**src/stf_pkg.sv**
```systemverilog
package stf_pkg;
  // ---------------------------------------------------------------
  // Protocol constants
  // ---------------------------------------------------------------
  localparam logic [7:0] STF_START_BYTE = 8'h02;
  localparam int STF_FRAME_OVERHEAD = 2;
  localparam int STF_BITS_PER_CHAR = 11;
  localparam int STF_START_DELAY_CHARS = 2;
  localparam int STF_ADDR_BCAST_BIT = 5;
  localparam int STF_ADDR_MIRROR_BIT = 6;
  localparam int STF_ADDR_SPECIAL_BIT = 7;
  localparam logic [4:0] STF_MAX_NODE = 5'h1e;
  localparam logic [3:0] STF_MAX_PD_WORDS = 4'h8;
  localparam logic [6:0] STF_PC_LEN_NONE = 7'h00;
  localparam logic [6:0] STF_PC_LEN_THREE = 7'h03;
  localparam logic [6:0] STF_PC_LEN_FOUR = 7'h04;
  localparam logic [6:0] STF_PC_LEN_VARIABLE = 7'h7f;
  localparam int STF_CLK_HZ = 250_000_000;
  localparam int STF_CYCLES_PER_MS = STF_CLK_HZ / 1000;
  localparam logic [7:0] STF_RESET_BYTE = 8'h00;

  typedef enum logic [2:0] {
    STF_IDLE, STF_LEN, STF_BODY, STF_DROP
  } stf_state_t;

  typedef struct packed {
    logic [7:0] data;
    logic last;
  } stf_byte_t;

  typedef struct packed {
    logic good;
    logic bcast;
    logic mirror;
    logic special;
  } stf_verdict_t;
endpackage

```
**src/stf_framer.sv**
```systemverilog
// Notes on behaviour
// - Telegram opens with start byte 0x02
// - Length byte counts bytes after itself
// - Ordinary telegram acts only on node match
// - Broadcast bit: all slaves act, no address
// - Mirror bit: matching slave echoes telegram unchanged
// - Check byte is XOR of preceding bytes
// - Idle of two characters precedes each telegram
// - One character spans eleven bit periods
// - Inter-character gap shorter than start delay
// - Device is slave only, answers master
// - Point-to-point port uses same protocol
// - Fixed and variable telegram lengths supported
// - Common fixed telegram is 16 bytes
// - Node address configurable from 0 to 30
// - Supervision timeout 0..65535 ms, zero disables
// - Process words 0..8, channel 0/3/4/variable
`timescale 1ns/1ps
`default_nettype none
module stf_framer
  import stf_pkg::*;
#(
  parameter int BIT_CYCLES = 2170,
  parameter int MS_CYCLES = STF_CYCLES_PER_MS
) (
  input wire logic clk,
  input wire logic rstn,
  input wire logic port_select,
  input wire logic rx_valid,
  input wire logic [7:0] rx_byte,
  input wire logic rx_line_idle,
  input wire logic [4:0] node_address_setting,
  input wire logic [3:0] process_word_count_setting,
  input wire logic [6:0] parameter_channel_length_setting,
  input wire logic [15:0] telegram_timeout_setting,
  output logic frame_byte_valid,
  output stf_byte_t frame_byte,
  output logic frame_done,
  output stf_verdict_t frame_verdict,
  output logic reply_enable,
  output logic mirror_request,
  output logic frame_error,
  output logic config_error,
  output logic telegram_timeout,
  output logic [7:0] active_port
);
  // ---------------------------------------------------------------
  // Timing
  // ---------------------------------------------------------------
  localparam int CHAR_CYCLES = BIT_CYCLES * STF_BITS_PER_CHAR;
  localparam int DELAY_CYCLES = CHAR_CYCLES * STF_START_DELAY_CHARS;

  function automatic logic addr_ok(input logic [7:0] a, input logic [4:0] me);
    addr_ok = (a[4:0] == me);
  endfunction

  // ---------------------------------------------------------------
  // Frame state
  // ---------------------------------------------------------------
  stf_state_t state_reg, state_next;
  logic [7:0] remain_reg, remain_next;
  logic [7:0] xor_reg, xor_next;
  logic [7:0] addr_reg, addr_next;
  logic addr_seen_reg, addr_seen_next;
  logic [31:0] idle_reg, idle_next;
  logic [31:0] ms_reg, ms_next;
  logic [15:0] tmo_reg, tmo_next;
  logic fbv_next, done_next, err_next, tout_next;
  stf_byte_t fb_next;
  stf_verdict_t verd_next;
  logic rep_next, mir_next;
  logic gap_ok;
  logic me_hit;
  logic [7:0] port_next;

  assign gap_ok = (idle_reg >= 32'(DELAY_CYCLES));
  assign me_hit = addr_ok(addr_reg, node_address_setting);

  always_comb begin
    state_next = state_reg;
    remain_next = remain_reg;
    xor_next = xor_reg;
    addr_next = addr_reg;
    addr_seen_next = addr_seen_reg;
    idle_next = rx_line_idle ? ((idle_reg == 32'hffff_ffff) ? idle_reg : idle_reg + 32'd1)
                             : 32'd0;
    ms_next = ms_reg;
    tmo_next = tmo_reg;
    fbv_next = 1'b0;
    fb_next = '0;
    done_next = 1'b0;
    err_next = 1'b0;
    tout_next = telegram_timeout;
    verd_next = frame_verdict;
    rep_next = 1'b0;
    mir_next = 1'b0;
    port_next = {7'd0, port_select};
    // Supervision timer restarts on each good broadcast telegram, or good telegram for this node while config_error is low
    if (telegram_timeout_setting == 16'd0) begin
      tout_next = 1'b0;
      tmo_next = 16'd0;
      ms_next = 32'd0;
    end else if (!telegram_timeout) begin
      if (ms_reg + 32'd1 >= 32'(MS_CYCLES)) begin
        ms_next = 32'd0;
        tmo_next = tmo_reg + 16'd1;
        if (tmo_reg + 16'd1 >= telegram_timeout_setting) begin
          tout_next = 1'b1;
        end
      end else begin
        ms_next = ms_reg + 32'd1;
      end
    end
    unique case (state_reg)
      STF_IDLE: begin
        if (rx_valid && rx_byte == STF_START_BYTE && gap_ok) begin
          state_next = STF_LEN;
          xor_next = rx_byte;
          addr_seen_next = 1'b0;
          fbv_next = 1'b1;
          fb_next = '{data: rx_byte, last: 1'b0};
        end
      end
      STF_LEN: begin
        if (rx_valid) begin
          if (rx_byte < 8'd2) begin
            state_next = STF_DROP;
            err_next = 1'b1;
          end else begin
            remain_next = rx_byte;
            xor_next = xor_reg ^ rx_byte;
            state_next = STF_BODY;
            fbv_next = 1'b1;
            fb_next = '{data: rx_byte, last: 1'b0};
          end
        end else if (gap_ok) begin
          state_next = STF_IDLE;
          err_next = 1'b1;
        end
      end
      STF_BODY: begin
        if (rx_valid) begin
          remain_next = remain_reg - 8'd1;
          fbv_next = 1'b1;
          fb_next = '{data: rx_byte, last: remain_reg == 8'd1};
          if (!addr_seen_reg) begin
            addr_next = rx_byte;
            addr_seen_next = 1'b1;
          end
          if (remain_reg == 8'd1) begin
            state_next = STF_IDLE;
            done_next = 1'b1;
            verd_next.good = (xor_reg == rx_byte);
            verd_next.bcast = addr_reg[STF_ADDR_BCAST_BIT];
            verd_next.mirror = addr_reg[STF_ADDR_MIRROR_BIT];
            verd_next.special = addr_reg[STF_ADDR_SPECIAL_BIT];
            err_next = (xor_reg != rx_byte);
            if (xor_reg == rx_byte) begin
              if (addr_reg[STF_ADDR_BCAST_BIT]) begin
                rep_next = 1'b0;
                tmo_next = 16'h0000;
                ms_next = 32'h0000_0000;
                tout_next = 1'b0;
              end else if (me_hit && !config_error) begin
                rep_next = 1'b1;
                mir_next = addr_reg[STF_ADDR_MIRROR_BIT];
                tmo_next = 16'd0;
                ms_next = 32'd0;
                tout_next = 1'b0;
              end
            end
          end else begin
            xor_next = xor_reg ^ rx_byte;
          end
        end else if (gap_ok) begin
          state_next = STF_IDLE;
          err_next = 1'b1;
        end
      end
      STF_DROP: begin
        if (gap_ok) begin
          state_next = STF_IDLE;
        end
      end
      default: state_next = STF_IDLE;
    endcase
  end

  assign config_error = (node_address_setting > STF_MAX_NODE)
    || (process_word_count_setting > STF_MAX_PD_WORDS)
    || !(parameter_channel_length_setting == STF_PC_LEN_NONE
      || parameter_channel_length_setting == STF_PC_LEN_THREE
      || parameter_channel_length_setting == STF_PC_LEN_FOUR
      || parameter_channel_length_setting == STF_PC_LEN_VARIABLE);

  always_ff @(posedge clk or negedge rstn) begin
    if (!rstn) begin
      state_reg <= STF_IDLE;
      remain_reg <= STF_RESET_BYTE;
      xor_reg <= STF_RESET_BYTE;
      addr_reg <= STF_RESET_BYTE;
      addr_seen_reg <= 1'b0;
      idle_reg <= '0;
      ms_reg <= '0;
      tmo_reg <= '0;
      frame_byte_valid <= 1'b0;
      frame_byte <= '0;
      frame_done <= 1'b0;
      frame_verdict <= '0;
      reply_enable <= 1'b0;
      mirror_request <= 1'b0;
      frame_error <= 1'b0;
      telegram_timeout <= 1'b0;
      active_port <= STF_RESET_BYTE;
    end else begin
      state_reg <= state_next;
      remain_reg <= remain_next;
      xor_reg <= xor_next;
      addr_reg <= addr_next;
      addr_seen_reg <= addr_seen_next;
      idle_reg <= idle_next;
      ms_reg <= ms_next;
      tmo_reg <= tmo_next;
      frame_byte_valid <= fbv_next;
      frame_byte <= fb_next;
      frame_done <= done_next;
      frame_verdict <= verd_next;
      reply_enable <= rep_next;
      mirror_request <= mir_next;
      frame_error <= err_next;
      telegram_timeout <= tout_next;
      active_port <= port_next;
    end
  end
endmodule
`default_nettype wire

```
**config.mk**
```make
export PLATFORM = sky130hd
export DESIGN_NAME = stf_framer
export DESIGN_NICKNAME = d
export VERILOG_FILES = /design/src/stf_pkg.sv /design/src/stf_framer.sv
export SDC_FILE = /design/constraint.sdc
export NUM_CORES = 1
export LEC_CHECK = 0
export ABC_CLOCK_PERIOD_IN_PS = 3600
export BUFFER_PORTS_ARGS = -buffer_cell sky130_fd_sc_hd__clkbuf_2
export CAP_MARGIN = 10
export CORE_MARGIN = 5
export CORE_UTILIZATION = 60
export DETAILED_ROUTE_END_ITERATION = 10
export PLACE_DENSITY_LB_ADDON = 0.05
export SLEW_MARGIN = 10
export SYNTH_ARGS = -nofsm -noshare
export SYNTH_HDL_FRONTEND = slang
export SYNTH_SLANG_ARGS = --single-unit
```
**constraint.sdc**
```tcl
create_clock -name clk -period 3.6 [get_ports clk]
set_clock_uncertainty 0.05 [all_clocks]
set_input_delay 0.9 -clock clk [delete_from_list [all_inputs] [get_ports clk]]
set_output_delay 0.9 -clock clk [all_outputs]
set_load 0.005 [all_outputs]
```
After elaboration in Yosys (flattened, before gate mapping) --
Index checks and enable logic that the tools add are counted.
Word-level totals: register bits 128, bits in latches 0, bits in writable memories 0, memory bits (read-only) 0, output and inout bits 28, memories kept 0
Operators by class: add/sub/neg operators 4, $mul 0, div/mod/pow operators 0, magnitude comparators 6, equal/unequal tests 19, shift-type cells 0, mux-type cells 81, bitwise operators 2, reduce and logical (&&, ||, !) cells 22
Operator list (number):
- $mux W32 | 11
- $mux W16 | 9
- $add A32 B1 Y32 const B | 2
- $mux W8 | 8
- $mux W1 | 37
- $mux W9 | 4
- $eq A32 B32 Y1 const B | 1
- $ge A32 B16 Y1 const B | 1
- $ge A32 B18 Y1 const B | 1
- $pmux W9 S3 | 1
- $pmux W8 S3 | 1
- $add A16 B1 Y16 const B | 1
- $ge A16 B16 Y1 | 1
- $logic_not A16 Y1 | 1
- $pmux W8 S2 | 1
- $mux W3 | 5
- $ne A2 B2 Y1 const B | 6
- $pmux W3 S4 | 1
- $reduce_and A3 Y1 | 3
- $eq A8 B1 Y1 const B | 1
- $eq A8 B2 Y1 const B | 1
- $eq A8 B8 Y1 | 1
- $lt A8 B2 Y1 const B | 1
- $ne A8 B8 Y1 | 1
- other kinds (24) | 34

Longest topological paths before layout --
Gate-level depths: netlist of the first run.
depth in word-level cells 14, mapped depth 13

Least setup slack after synthesis of the first run --
OpenSTA, ideal clock, no wires.
path kind reg-to-reg, start point register tmo_reg[2], end point register telegram_timeout, library setup time 94 ps, arrival time 2925 ps, data required time 3456 ps, setup slack 531 ps, cell stages (with the launch flop) 13, path through dfrtp_1 -> nand3_1 -> nor3_1 -> nand3_1 -> or2_1 -> or2_2 -> or2_2 -> xnor2_1 -> ha_1 -> nand4_1 -> a211oi_1 -> a21oi_1 -> a211oi_1
Between the ends: longest elaborated chain between the ends 12
RTL lines:
- from (decl) | RTL line stf_framer.sv:67 | logic [15:0] tmo_reg, tmo_next;
- from (signal assigned) | RTL line stf_framer.sv:223 | tmo_reg <= tmo_next;
- $add A16 B1 Y16 * | RTL line stf_framer.sv:107 | if (tmo_reg + 16'd1 >= telegram_timeout_setting) begin
- $ge A16 B16 Y1 * | RTL line stf_framer.sv:107
- $mux W1 * | RTL line stf_framer.sv:107
- $mux W1 * | RTL line stf_framer.sv:104 | if (ms_reg + 32'd1 >= 32'(MS_CYCLES)) begin
- $mux W1 * | RTL line stf_framer.sv:103 | end else if (!telegram_timeout) begin
- $mux W1 * | RTL line stf_framer.sv:99 | if (telegram_timeout_setting == 16'd0) begin
- $mux W1 | RTL line stf_framer.sv:164 | end else if (me_hit && !config_error) begin
- $mux W1 | RTL line stf_framer.sv:159 | if (addr_reg[STF_ADDR_BCAST_BIT]) begin
- $mux W1 | RTL line stf_framer.sv:158 | if (xor_reg == rx_byte) begin
- $mux W1 | RTL line stf_framer.sv:150 | if (remain_reg == 8'd1) begin
- $mux W1 | RTL line stf_framer.sv:142 | if (rx_valid) begin
- $mux W1 * | RTL line stf_framer.sv:114 | unique case (state_reg)
- via tout_next | RTL line stf_framer.sv:68 | logic fbv_next, done_next, err_next, tout_next;
- to (signal assigned) | RTL line stf_framer.sv:231 | telegram_timeout <= tout_next;
- to (decl) | RTL line stf_framer.sv:44 | output logic telegram_timeout,
The timed path passes the listed nets; every way through them passes the cells marked *. A chain may end at the register's enable or synchronous reset.

Worst setup path after layout of the first run --
start point register tmo_reg[0], end point register telegram_timeout
The elaborated chain is that of the path after synthesis.

==> impl_metrics.env, run 1 <==
export IMPL_outcome="finished, final reports clean"
export IMPL_gp_congestion=0.915
export IMPL_diodes=0
export IMPL_synth_seq_cells=127
export IMPL_core_um2=12600
export IMPL_finalSetupViolations=0
export IMPL_worst_path_max_delay_cell="dfrtp_1"
export IMPL_initialDrtViolationCount=416
export IMPL_r2r_start="tmo_reg[0]"
export IMPL_tightest_slew_ns=0.756
export IMPL_cts_sinks=127
export IMPL_layout_setup_ws_ns=0.266
export IMPL_ant_nets=0
export IMPL_yosysTopAreaCellShare_pct=41.6
export IMPL_critPathLaunch="tmo_reg[0]"
export IMPL_via_per_inst=5.93
export IMPL_numCtsBuffers=17
export IMPL_syn_area_um2=7640
export IMPL_period_minus_slack_ns=3.33
export IMPL_async_flop_share_pct=100
export IMPL_path_buf_inv=0
export IMPL_path_class="reg -> reg"
export IMPL_hold_start="addr_seen_reg"
export IMPL_die_w_um=123
export IMPL_ios=73
export IMPL_die_y_um=123
export IMPL_clock_path_buffers=2
export IMPL_path_cells="nand3_1, nor3_2, nand3_1, or2_1, or2_2, or2_2, xnor2_1, ha_1, nand4_1, a211oi_1, a21oi_1, a211oi_1"
export IMPL_vias=6516
export IMPL_syn_avg_cell_area_um2=9.00
export IMPL_arrival_ns=3.62
export IMPL_final_hold_viol_count=0
export IMPL_cts_root_buffer_cell="clkbuf_16"
export IMPL_syn_to_final_growth_pct=14.3
export IMPL_setup_worst_path_end_class="flip-flop"
export IMPL_setup_tns_ns=0
export IMPL_layout_commonest_cell="dfrtp_1"
export IMPL_yosysTopAreaCell="dfrtp_1"
export IMPL_io_buffer_count=65
export IMPL_insertion_delay_ns=0.42
export IMPL_maxSlewHeadroom_pct=49.4
export IMPL_drive_gt1_share_pct=15.7
export IMPL_grt_pass1_vias=6348
export IMPL_peakVddDrop_v=0.000342
export IMPL_power_density_nw_per_um2=436
export IMPL_overflow=0
export IMPL_max_cap_violations=0
export IMPL_grt_pass1_wl_um=29500
export IMPL_htree_levels=4
export IMPL_firstDrtPassIters=5
export IMPL_fmax_mhz=300
export IMPL_path_max_fanout=5
export IMPL_synth_warnings=0
export IMPL_final_cell_mix="127 x dfrtp_1, 76 x nand2_1, 64 x clkbuf_2"
export IMPL_hpwlAfterDp_um=12300
export IMPL_antenna_found_initial=0
export IMPL_drt_wl_total_um=17500
export IMPL_ys_types=61
export IMPL_crit_family="simple AND/OR/NAND/NOR gates"
export IMPL_cts_tree="done"
export IMPL_min_period_over_period_pct=92.6
export IMPL_final_nets=980
export IMPL_slew_viol_final=0
export IMPL_drc=0
export IMPL_yosysSeqAreaShare_pct=41.6
export IMPL_synth_edf_count=0
export IMPL_dpl_worst_slack_ns=0.235
export IMPL_initial_core_util_pct=60.8
export IMPL_hold_path_class="reg -> reg"
export IMPL_rsz0062_at_grt="false"
export IMPL_die_area_um2=15100
export IMPL_synthCells=849
export IMPL_final_core_util_pct=69.4
export IMPL_grt_use_total_pct=24.5
export IMPL_start_kind="flip-flop"
export IMPL_wl_per_cell_um=15.9
export IMPL_ys_top_cells_by_area="dfrtp_1 42%, xnor2_1 4.5%, and2_1 4.3%"
export IMPL_slowest_delay_ns=0.42
export IMPL_leakage_nw=3.82
export IMPL_path_clk_slew_ns=0.06
export IMPL_synth_ff_type="dfrtp_1"
export IMPL_worstPathRequired_ns=3.88
export IMPL_rows=41
export IMPL_grt_max_degree=56
[where the power goes]
part           internal [mW]  switching, mW  total (mW)
combinational          0.186          0.218       0.405
clock                   1.08          0.657        1.73
sequential              1.53          0.139        1.67
total                   2.79           1.01        3.81
[logic make-up (layout without fill, tap and decap cells)]
family,after synthesis,count (layout),share of synthesized area [%]
adders and majority gates,22,22,3.60
DFF,127,127,41.6
muxes,15,15,2.16
buffers and inverters,78,148,4.88
and+or+nand+nor,387,387,27.4
other,1,8,0.0491
AOI/OAI and AO/OA,157,157,13.2
xor gates and xnor gates,62,62,7.11
[per-layer routing]
metal,track usage [%],vias to the layer above,part of all wire (%)
li1,-,3167,-
met1,30.5,3164,43
met2,41.6,155,51
met3,5.99,30,4.3
met4,8.26,0,1.9
met5,0,-,0
[through the flow]
step | std cells | instance area, um2 | hold WS [ns] | power [mW]
finish | 1098 | 8730 | 0.452 | 3.81
global route | 1098 | 8730 | 0.488 | 3.99
CTS | 1098 | 8720 | 0.453 | 3.84
detailed placement | 1066 | 8120 | 0.437 | 2.09
global placement | 1066 | 8120 | 0.433 | 2.07
floorplan | 856 | 7660 | 0.404 | 1.95
[tightest hold or removal path: cells and delay by family (launching register included)]
kind	cells	cell delay, ns
flip-flops	1	0.34
AND/OR/NAND/NOR	1	0.08
AO/OA/AOI/OAI	1	0.04
[area by class of cell]
cell class                 count  area, um2
clock buffer                  20        467
clock inverter                12        134
fill                        1004       3840
inverter                      34        128
multi-input combinational    651       4130
sequential                   127       3180
tap                          172        215
timing repair buffer          82        480
[cells in the mapped netlist, types with 23 or more instances]
library cell  count
dfrtp_1         127
nand2_1          76
nor2_1           64
and2_1           53
a21oi_1          51
nand3_1          50
xnor2_1          39
inv_1            33
clkbuf_1         26
nand4_1          24
o21ai_0          24
nor3_1           23
xor2_1           23
[worst paths after layout]
path                                     to  slack, ns  cells after the start
setup / recovery           telegram_timeout       0.27                     12
hold / removal                addr_seen_reg       0.45                      2
setup reg to reg           telegram_timeout       0.27                     12
hold reg to reg               addr_seen_reg       0.45                      2
max in group asynchronous      idle_reg[30]       2.20                      2
min in group asynchronous        tmo_reg[0]       0.49                      1
[repair_timing]
item,CTS,global route
endpoints found under the hold margin,0,0
setup endpoints to repair,0,1
hold buffers,0,0
gates resized for setup,0,2
buffers inserted,0,0
Note: power is estimated with default switching activity, not from simulation.
==> inputs of run 2 (changes only) <==
Settings changed: PLACE_DENSITY from default to 0.88, PLACE_DENSITY_LB_ADDON 0.05 to default.
==> run 2 against run 1 <==
Net effect: cell count shrank 0.18%; clock power up 5%; global-route usage increased by 0.40 points; setup slack got worse by 0.074 ns; first-iteration DRC count is 71% higher; final area up 0.30%; sequential power about the same; fmax fell by 2.2%; power up 2.6%; critical path depth is the same; utilization grew 0.21 points; routed wire length is 3.7% higher; critical path type unchanged; highest routed layer unchanged.
==> impl_metrics.env, run 2 (same netlist as run 1, synthesis figures left out) <==
export IMPL_start_kind="flip-flop"
export IMPL_vias=6634
export IMPL_setup_worst_path_end_class="flip-flop"
export IMPL_combPwrFrac_pct=10.6
export IMPL_clkPwrFrac_pct=46.6
export IMPL_final_cell_mix="125 x dfrtp_1, 76 x nand2_1, 64 x clkbuf_2"
export IMPL_path_cells="nand3_2, nor3_2, nand3_1, or2_1, or2_2, or2_2, xnor2_1, ha_1, nand4_1, a211oi_1, a21oi_1, a211oi_1"
export IMPL_outcome="finished, final reports clean"
export IMPL_arrival_ns=3.67
export IMPL_drt_wl_total_um=18100
export IMPL_path_max_fanout=5
export IMPL_layout_commonest_cell="dfrtp_1"
export IMPL_cts_resized=0
export IMPL_post_cts_buffers=0
export IMPL_initialDrtViolationCount=712
export IMPL_io_buffer_count=65
export IMPL_dpl_worst_slack_ns=0.264
export IMPL_power_density_nw_per_um2=447
export IMPL_firstDrtPassIters=5
export IMPL_cts_sinks=127
export IMPL_leakage_nw=3.81
export IMPL_fmax_mhz=293
export IMPL_worstPathRequired_ns=3.86
export IMPL_maxSlewHeadroom_pct=48.5
export IMPL_diodes=0
export IMPL_fillers=890
export IMPL_core_um2=12600
export IMPL_max_cap_violations=0
export IMPL_worst_path_max_delay_cell="dfrtp_2"
export IMPL_layout_setup_ws_ns=0.192
export IMPL_wl_per_cell_um=16.5
export IMPL_final_nets=978
export IMPL_htree_levels=4
export IMPL_path_clk_slew_ns=0.06
export IMPL_intPower_mw=2.83
export IMPL_switching_share_pct=27.6
export IMPL_grt_pass1_wl_um=30100
export IMPL_overflow=0
export IMPL_insertion_delay_ns=0.42
export IMPL_drc=0
export IMPL_drive_gt1_share_pct=15.8
export IMPL_numCtsBuffers=17
export IMPL_ant_nets=0
export IMPL_seqPwrFrac_pct=42.9
export IMPL_slew_viol_final=0
export IMPL_whs_ns=0.453
export IMPL_cts_tree="done"
export IMPL_gp_congestion=0.917
export IMPL_via_per_inst=6.05
export IMPL_grt_pass1_vias=6449
export IMPL_hold_buffers=0
export IMPL_grt_max_degree=54
export IMPL_ios=73
export IMPL_finalSetupViolations=0
export IMPL_crit_family="simple AND/OR/NAND/NOR gates"
export IMPL_hold_path_class="reg -> reg"
export IMPL_die_area_um2=15100
export IMPL_tightest_slew_ns=0.772
export IMPL_syn_to_final_growth_pct=14.6
export IMPL_initial_core_util_pct=60.8
export IMPL_min_period_over_period_pct=94.7
export IMPL_die_y_um=123
export IMPL_peakVddDrop_v=0.000502
export IMPL_die_w_um=123
export IMPL_grt_use_total_pct=24.9
export IMPL_clock_path_buffers=2
export IMPL_p_switching_mw=1.08
export IMPL_slowest_delay_ns=0.41
export IMPL_final_hold_viol_count=0
export IMPL_hpwlAfterDp_um=11900
export IMPL_period_minus_slack_ns=3.41
export IMPL_cts_root_buffer_cell="clkbuf_16"
export IMPL_rows=41
export IMPL_path_buf_inv=0
export IMPL_antenna_found_initial=0
export IMPL_path_class="reg -> reg"
run 2: tightest hold or removal path, cell delays in order (launching register included):
cell	delay, ns
dfrtp_1	0.35
nand2_1	0.06
nand2_1	0.07
run 2: final timing paths:
| path | startpoint | endpoint | slack, ns | depth (start not counted) |
|---|---|---|---|---|
| min in group asynchronous | rstn | ms_reg[2] | 0.49 | 1 |
| min | frame_verdict[3] | frame_verdict[3] | 0.45 | 2 |
| min reg2reg | frame_verdict[3] | frame_verdict[3] | 0.45 | 2 |
| max | tmo_reg[2] | telegram_timeout | 0.19 | 12 |
| max in group asynchronous | rstn | tmo_reg[2] | 2.31 | 2 |
| max reg2reg | tmo_reg[2] | telegram_timeout | 0.19 | 12 |
run 2: power by group through the flow:
stage | clock network [mW] | logic (mW) | registers (mW)
final | 1.82 | 0.413 | 1.68
after global routing | 1.90 | 0.469 | 1.69
after CTS | 1.84 | 0.415 | 1.67
after detailed placement | 0 | 0.404 | 1.69
after global placement | 0 | 0.385 | 1.68
after floorplan | 0 | 0.327 | 1.62
run 2: per-layer routing:
layer / part of all wire [%] / track usage, % / vias up
li1: - / - / 3163
met1: 41 / 30.2 / 3181
met2: 52 / 43.2 / 234
met3: 4.8 / 5.71 / 56
met4: 2.7 / 9.17 / 0
met5: 0 / 0 / -
run 2: cell type report:
class / count / area [um2] / area share, %
Sequential cell: 127 / 3180 / 36.3
Inverter: 34 / 128 / 1.46
Multi-Input combinational cell: 651 / 4130 / 47.2
Clock inverter: 15 / 196 / 2.24
Timing Repair Buffer: 80 / 478 / 5.46
Clock buffer: 17 / 425 / 4.86
Tap cell: 172 / 215 / 2.46
run 2: metrics by stage:
step | area (um2) | cells | setup TNS, ns | utilization (%) | power, mW
floorplan | 7660 | 856 | 0 | - | 1.95
finish | 8750 | 1096 | 0 | 69.6 | 3.91
global route | 8750 | 1096 | -0.0112 | 69.6 | 4.07
CTS | 8740 | 1096 | 0 | 69.5 | 3.92
detailed placement | 8120 | 1064 | 0 | 64.6 | 2.10
global placement | 8120 | 1064 | 0 | 64.6 | 2.07
==> inputs of run 3 (changes only) <==
Settings changed: CORE_UTILIZATION 60 to 50, GPL_TIMING_DRIVEN from default to 0, PLACE_DENSITY 0.88 to 0.76.
==> run 3 against run 2 <==
Net effect: first-iteration DRC count fell by 21%; utilization down 11 points; clock power down 8%; sequential power decreased by 3%; power down 3.5%; count of clock-buffer cells in the layout up 2; routed wire length fell by 2.4%; flip-flop and latch count unchanged; critical path depth did not move; critical path type unchanged; highest routed layer unchanged.
==> impl_metrics.env, run 3 (same netlist as run 1, synthesis figures left out) <==
export IMPL_core_um2=15100
export IMPL_path_max_fanout=5
export IMPL_path_cells="nand3_2, nor3_4, nand3_1, or2_1, or2_2, or2_2, xnor2_1, ha_1, nand4_1, a211oi_1, a21oi_1, a211oi_1"
export IMPL_io_buffer_count=64
export IMPL_hpwlAfterDp_um=12300
export IMPL_maxSlewHeadroom_pct=27.4
export IMPL_cts_tree="done"
export IMPL_dpl_worst_slack_ns=0.0141
export IMPL_cts_root_buffer_cell="clkbuf_16"
export IMPL_grt_use_total_pct=20.0
export IMPL_numCtsBuffers=17
export IMPL_drt_wl_total_um=17700
export IMPL_grt_max_degree=67
export IMPL_path_clk_slew_ns=0.06
export IMPL_gp_congestion=0.906
export IMPL_peakVddDrop_v=0.000362
export IMPL_cts_sinks=127
export IMPL_rows=45
export IMPL_start_kind="flip-flop"
export IMPL_path_class="reg -> reg"
export IMPL_placed_area_um2=8260
export IMPL_fmax_mhz=293
export IMPL_setup_tns_ns=0
export IMPL_via_per_inst=5.80
export IMPL_tightest_slew_ns=1.06
export IMPL_power_density_nw_per_um2=425
export IMPL_critPathLaunch="tmo_reg[0]"
export IMPL_layout_setup_ws_ns=0.190
export IMPL_slowest_delay_ns=0.43
export IMPL_firstDrtPassIters=5
export IMPL_period_minus_slack_ns=3.41
export IMPL_syn_to_final_growth_pct=16.1
export IMPL_die_area_um2=17800
export IMPL_final_cell_mix="126 x dfrtp_1, 76 x nand2_1, 64 x clkbuf_2"
export IMPL_final_nets=1007
export IMPL_die_y_um=134
export IMPL_slew_viol_final=0
export IMPL_ios=73
export IMPL_wl_per_cell_um=15.5
export IMPL_clock_path_buffers=2
export IMPL_crit_family="simple AND/OR/NAND/NOR gates"
export IMPL_post_cts_buffers=0
export IMPL_finalInstanceArea_um2=8870
export IMPL_insertion_delay_ns=0.42
export IMPL_path_buf_inv=0
export IMPL_rsz0062_at_grt="false"
export IMPL_overflow=0
export IMPL_worst_path_max_delay_cell="dfrtp_1"
export IMPL_initialDrtViolationCount=566
export IMPL_finalSetupViolations=0
export IMPL_worstPathRequired_ns=3.87
export IMPL_r2r_start="tmo_reg[0]"
export IMPL_setup_worst_path_end_class="flip-flop"
export IMPL_diodes=0
export IMPL_arrival_ns=3.68
export IMPL_final_hold_viol_count=0
export IMPL_p_total_mw=3.77
export IMPL_drive_gt1_share_pct=15.6
export IMPL_min_period_over_period_pct=94.7
export IMPL_ant_nets=0
export IMPL_grt_pass1_wl_um=29800
export IMPL_leakage_nw=3.86
export IMPL_fillers=1281
export IMPL_initial_core_util_pct=50.6
export IMPL_area_sequential_um2=3180
export IMPL_final_core_util_pct=58.8
export IMPL_htree_levels=4
export IMPL_drc=0
export IMPL_outcome="finished, final reports clean"
export IMPL_antenna_found_initial=0
export IMPL_grt_pass1_vias=6200
export IMPL_hold_path_class="in -> async"
export IMPL_multiInputGateArea_um2=4150
export IMPL_die_w_um=134
export IMPL_max_cap_violations=0
export IMPL_layout_commonest_cell="dfrtp_1"
export IMPL_vias=6613
-- run 3: layout make-up --
class | instances | area share (%)
buffer | 44 | 2.76
clock buffer | 19 | 5.11
clock inverter | 13 | 1.40
inverter | 34 | 1.44
multi-input combinational | 651 | 46.8
sequential | 127 | 35.8
tap | 188 | 2.65
timing repair buffer | 65 | 4.02
-- run 3: worst paths after layout --
kind / end / slack, ns / cells after the start
max: telegram_timeout / 0.19 / 12
min: active_port[0] / 0.40 / 1
max reg2reg: telegram_timeout / 0.19 / 12
min reg2reg: frame_verdict[3] / 0.44 / 2
max in group asynchronous: ms_reg[31] / 2.38 / 2
min in group clk: frame_verdict[3] / 0.44 / 2
-- run 3: metrics by stage --
| stage | instances | hold WS [ns] |
|---|---|---|
| floorplan | 856 | 0.404 |
| CTS | 1141 | 0.420 |
| finish | 1141 | 0.400 |
| detailed placement | 1109 | 0.422 |
| global route | 1141 | 0.452 |
| global placement | 1108 | 0.413 |
-- run 3: repair_timing --
| action | in CTS | in global routing |
|---|---|---|
| setup endpoints to repair | 1 | 30 |
| resized for setup | 1 | 7 |
| hold buffers | 0 | 0 |
| hold endpoints to repair | 0 | 0 |
-- run 3: report_power, final --
part | switching, mW | leakage (nW) | internal [mW]
clock | 0.683 | 0.278 | 0.997
combinational | 0.268 | 1.94 | 0.200
sequential | 0.0942 | 1.64 | 1.53
-- run 3: worst reg2reg max path: cells and delay by family, from the launching register on --
kind	cells	cell delay, ns
AND/OR/NAND/NOR	7	1.74
AO/OA/AOI/OAI	3	0.64
flip-flops	1	0.43
adder cells (fa/ha/maj)	1	0.32
XOR/XNOR	1	0.14
-- run 3: metal layers --
| metal | track usage [%] | routed length, um |
|---|---|---|
| met1 | 27.0 | 7920 |
| met2 | 32.8 | 8620 |
| met3 | 3.97 | 866 |
| met4 | 6.23 | 297 |
| met5 | 0 | 0 |
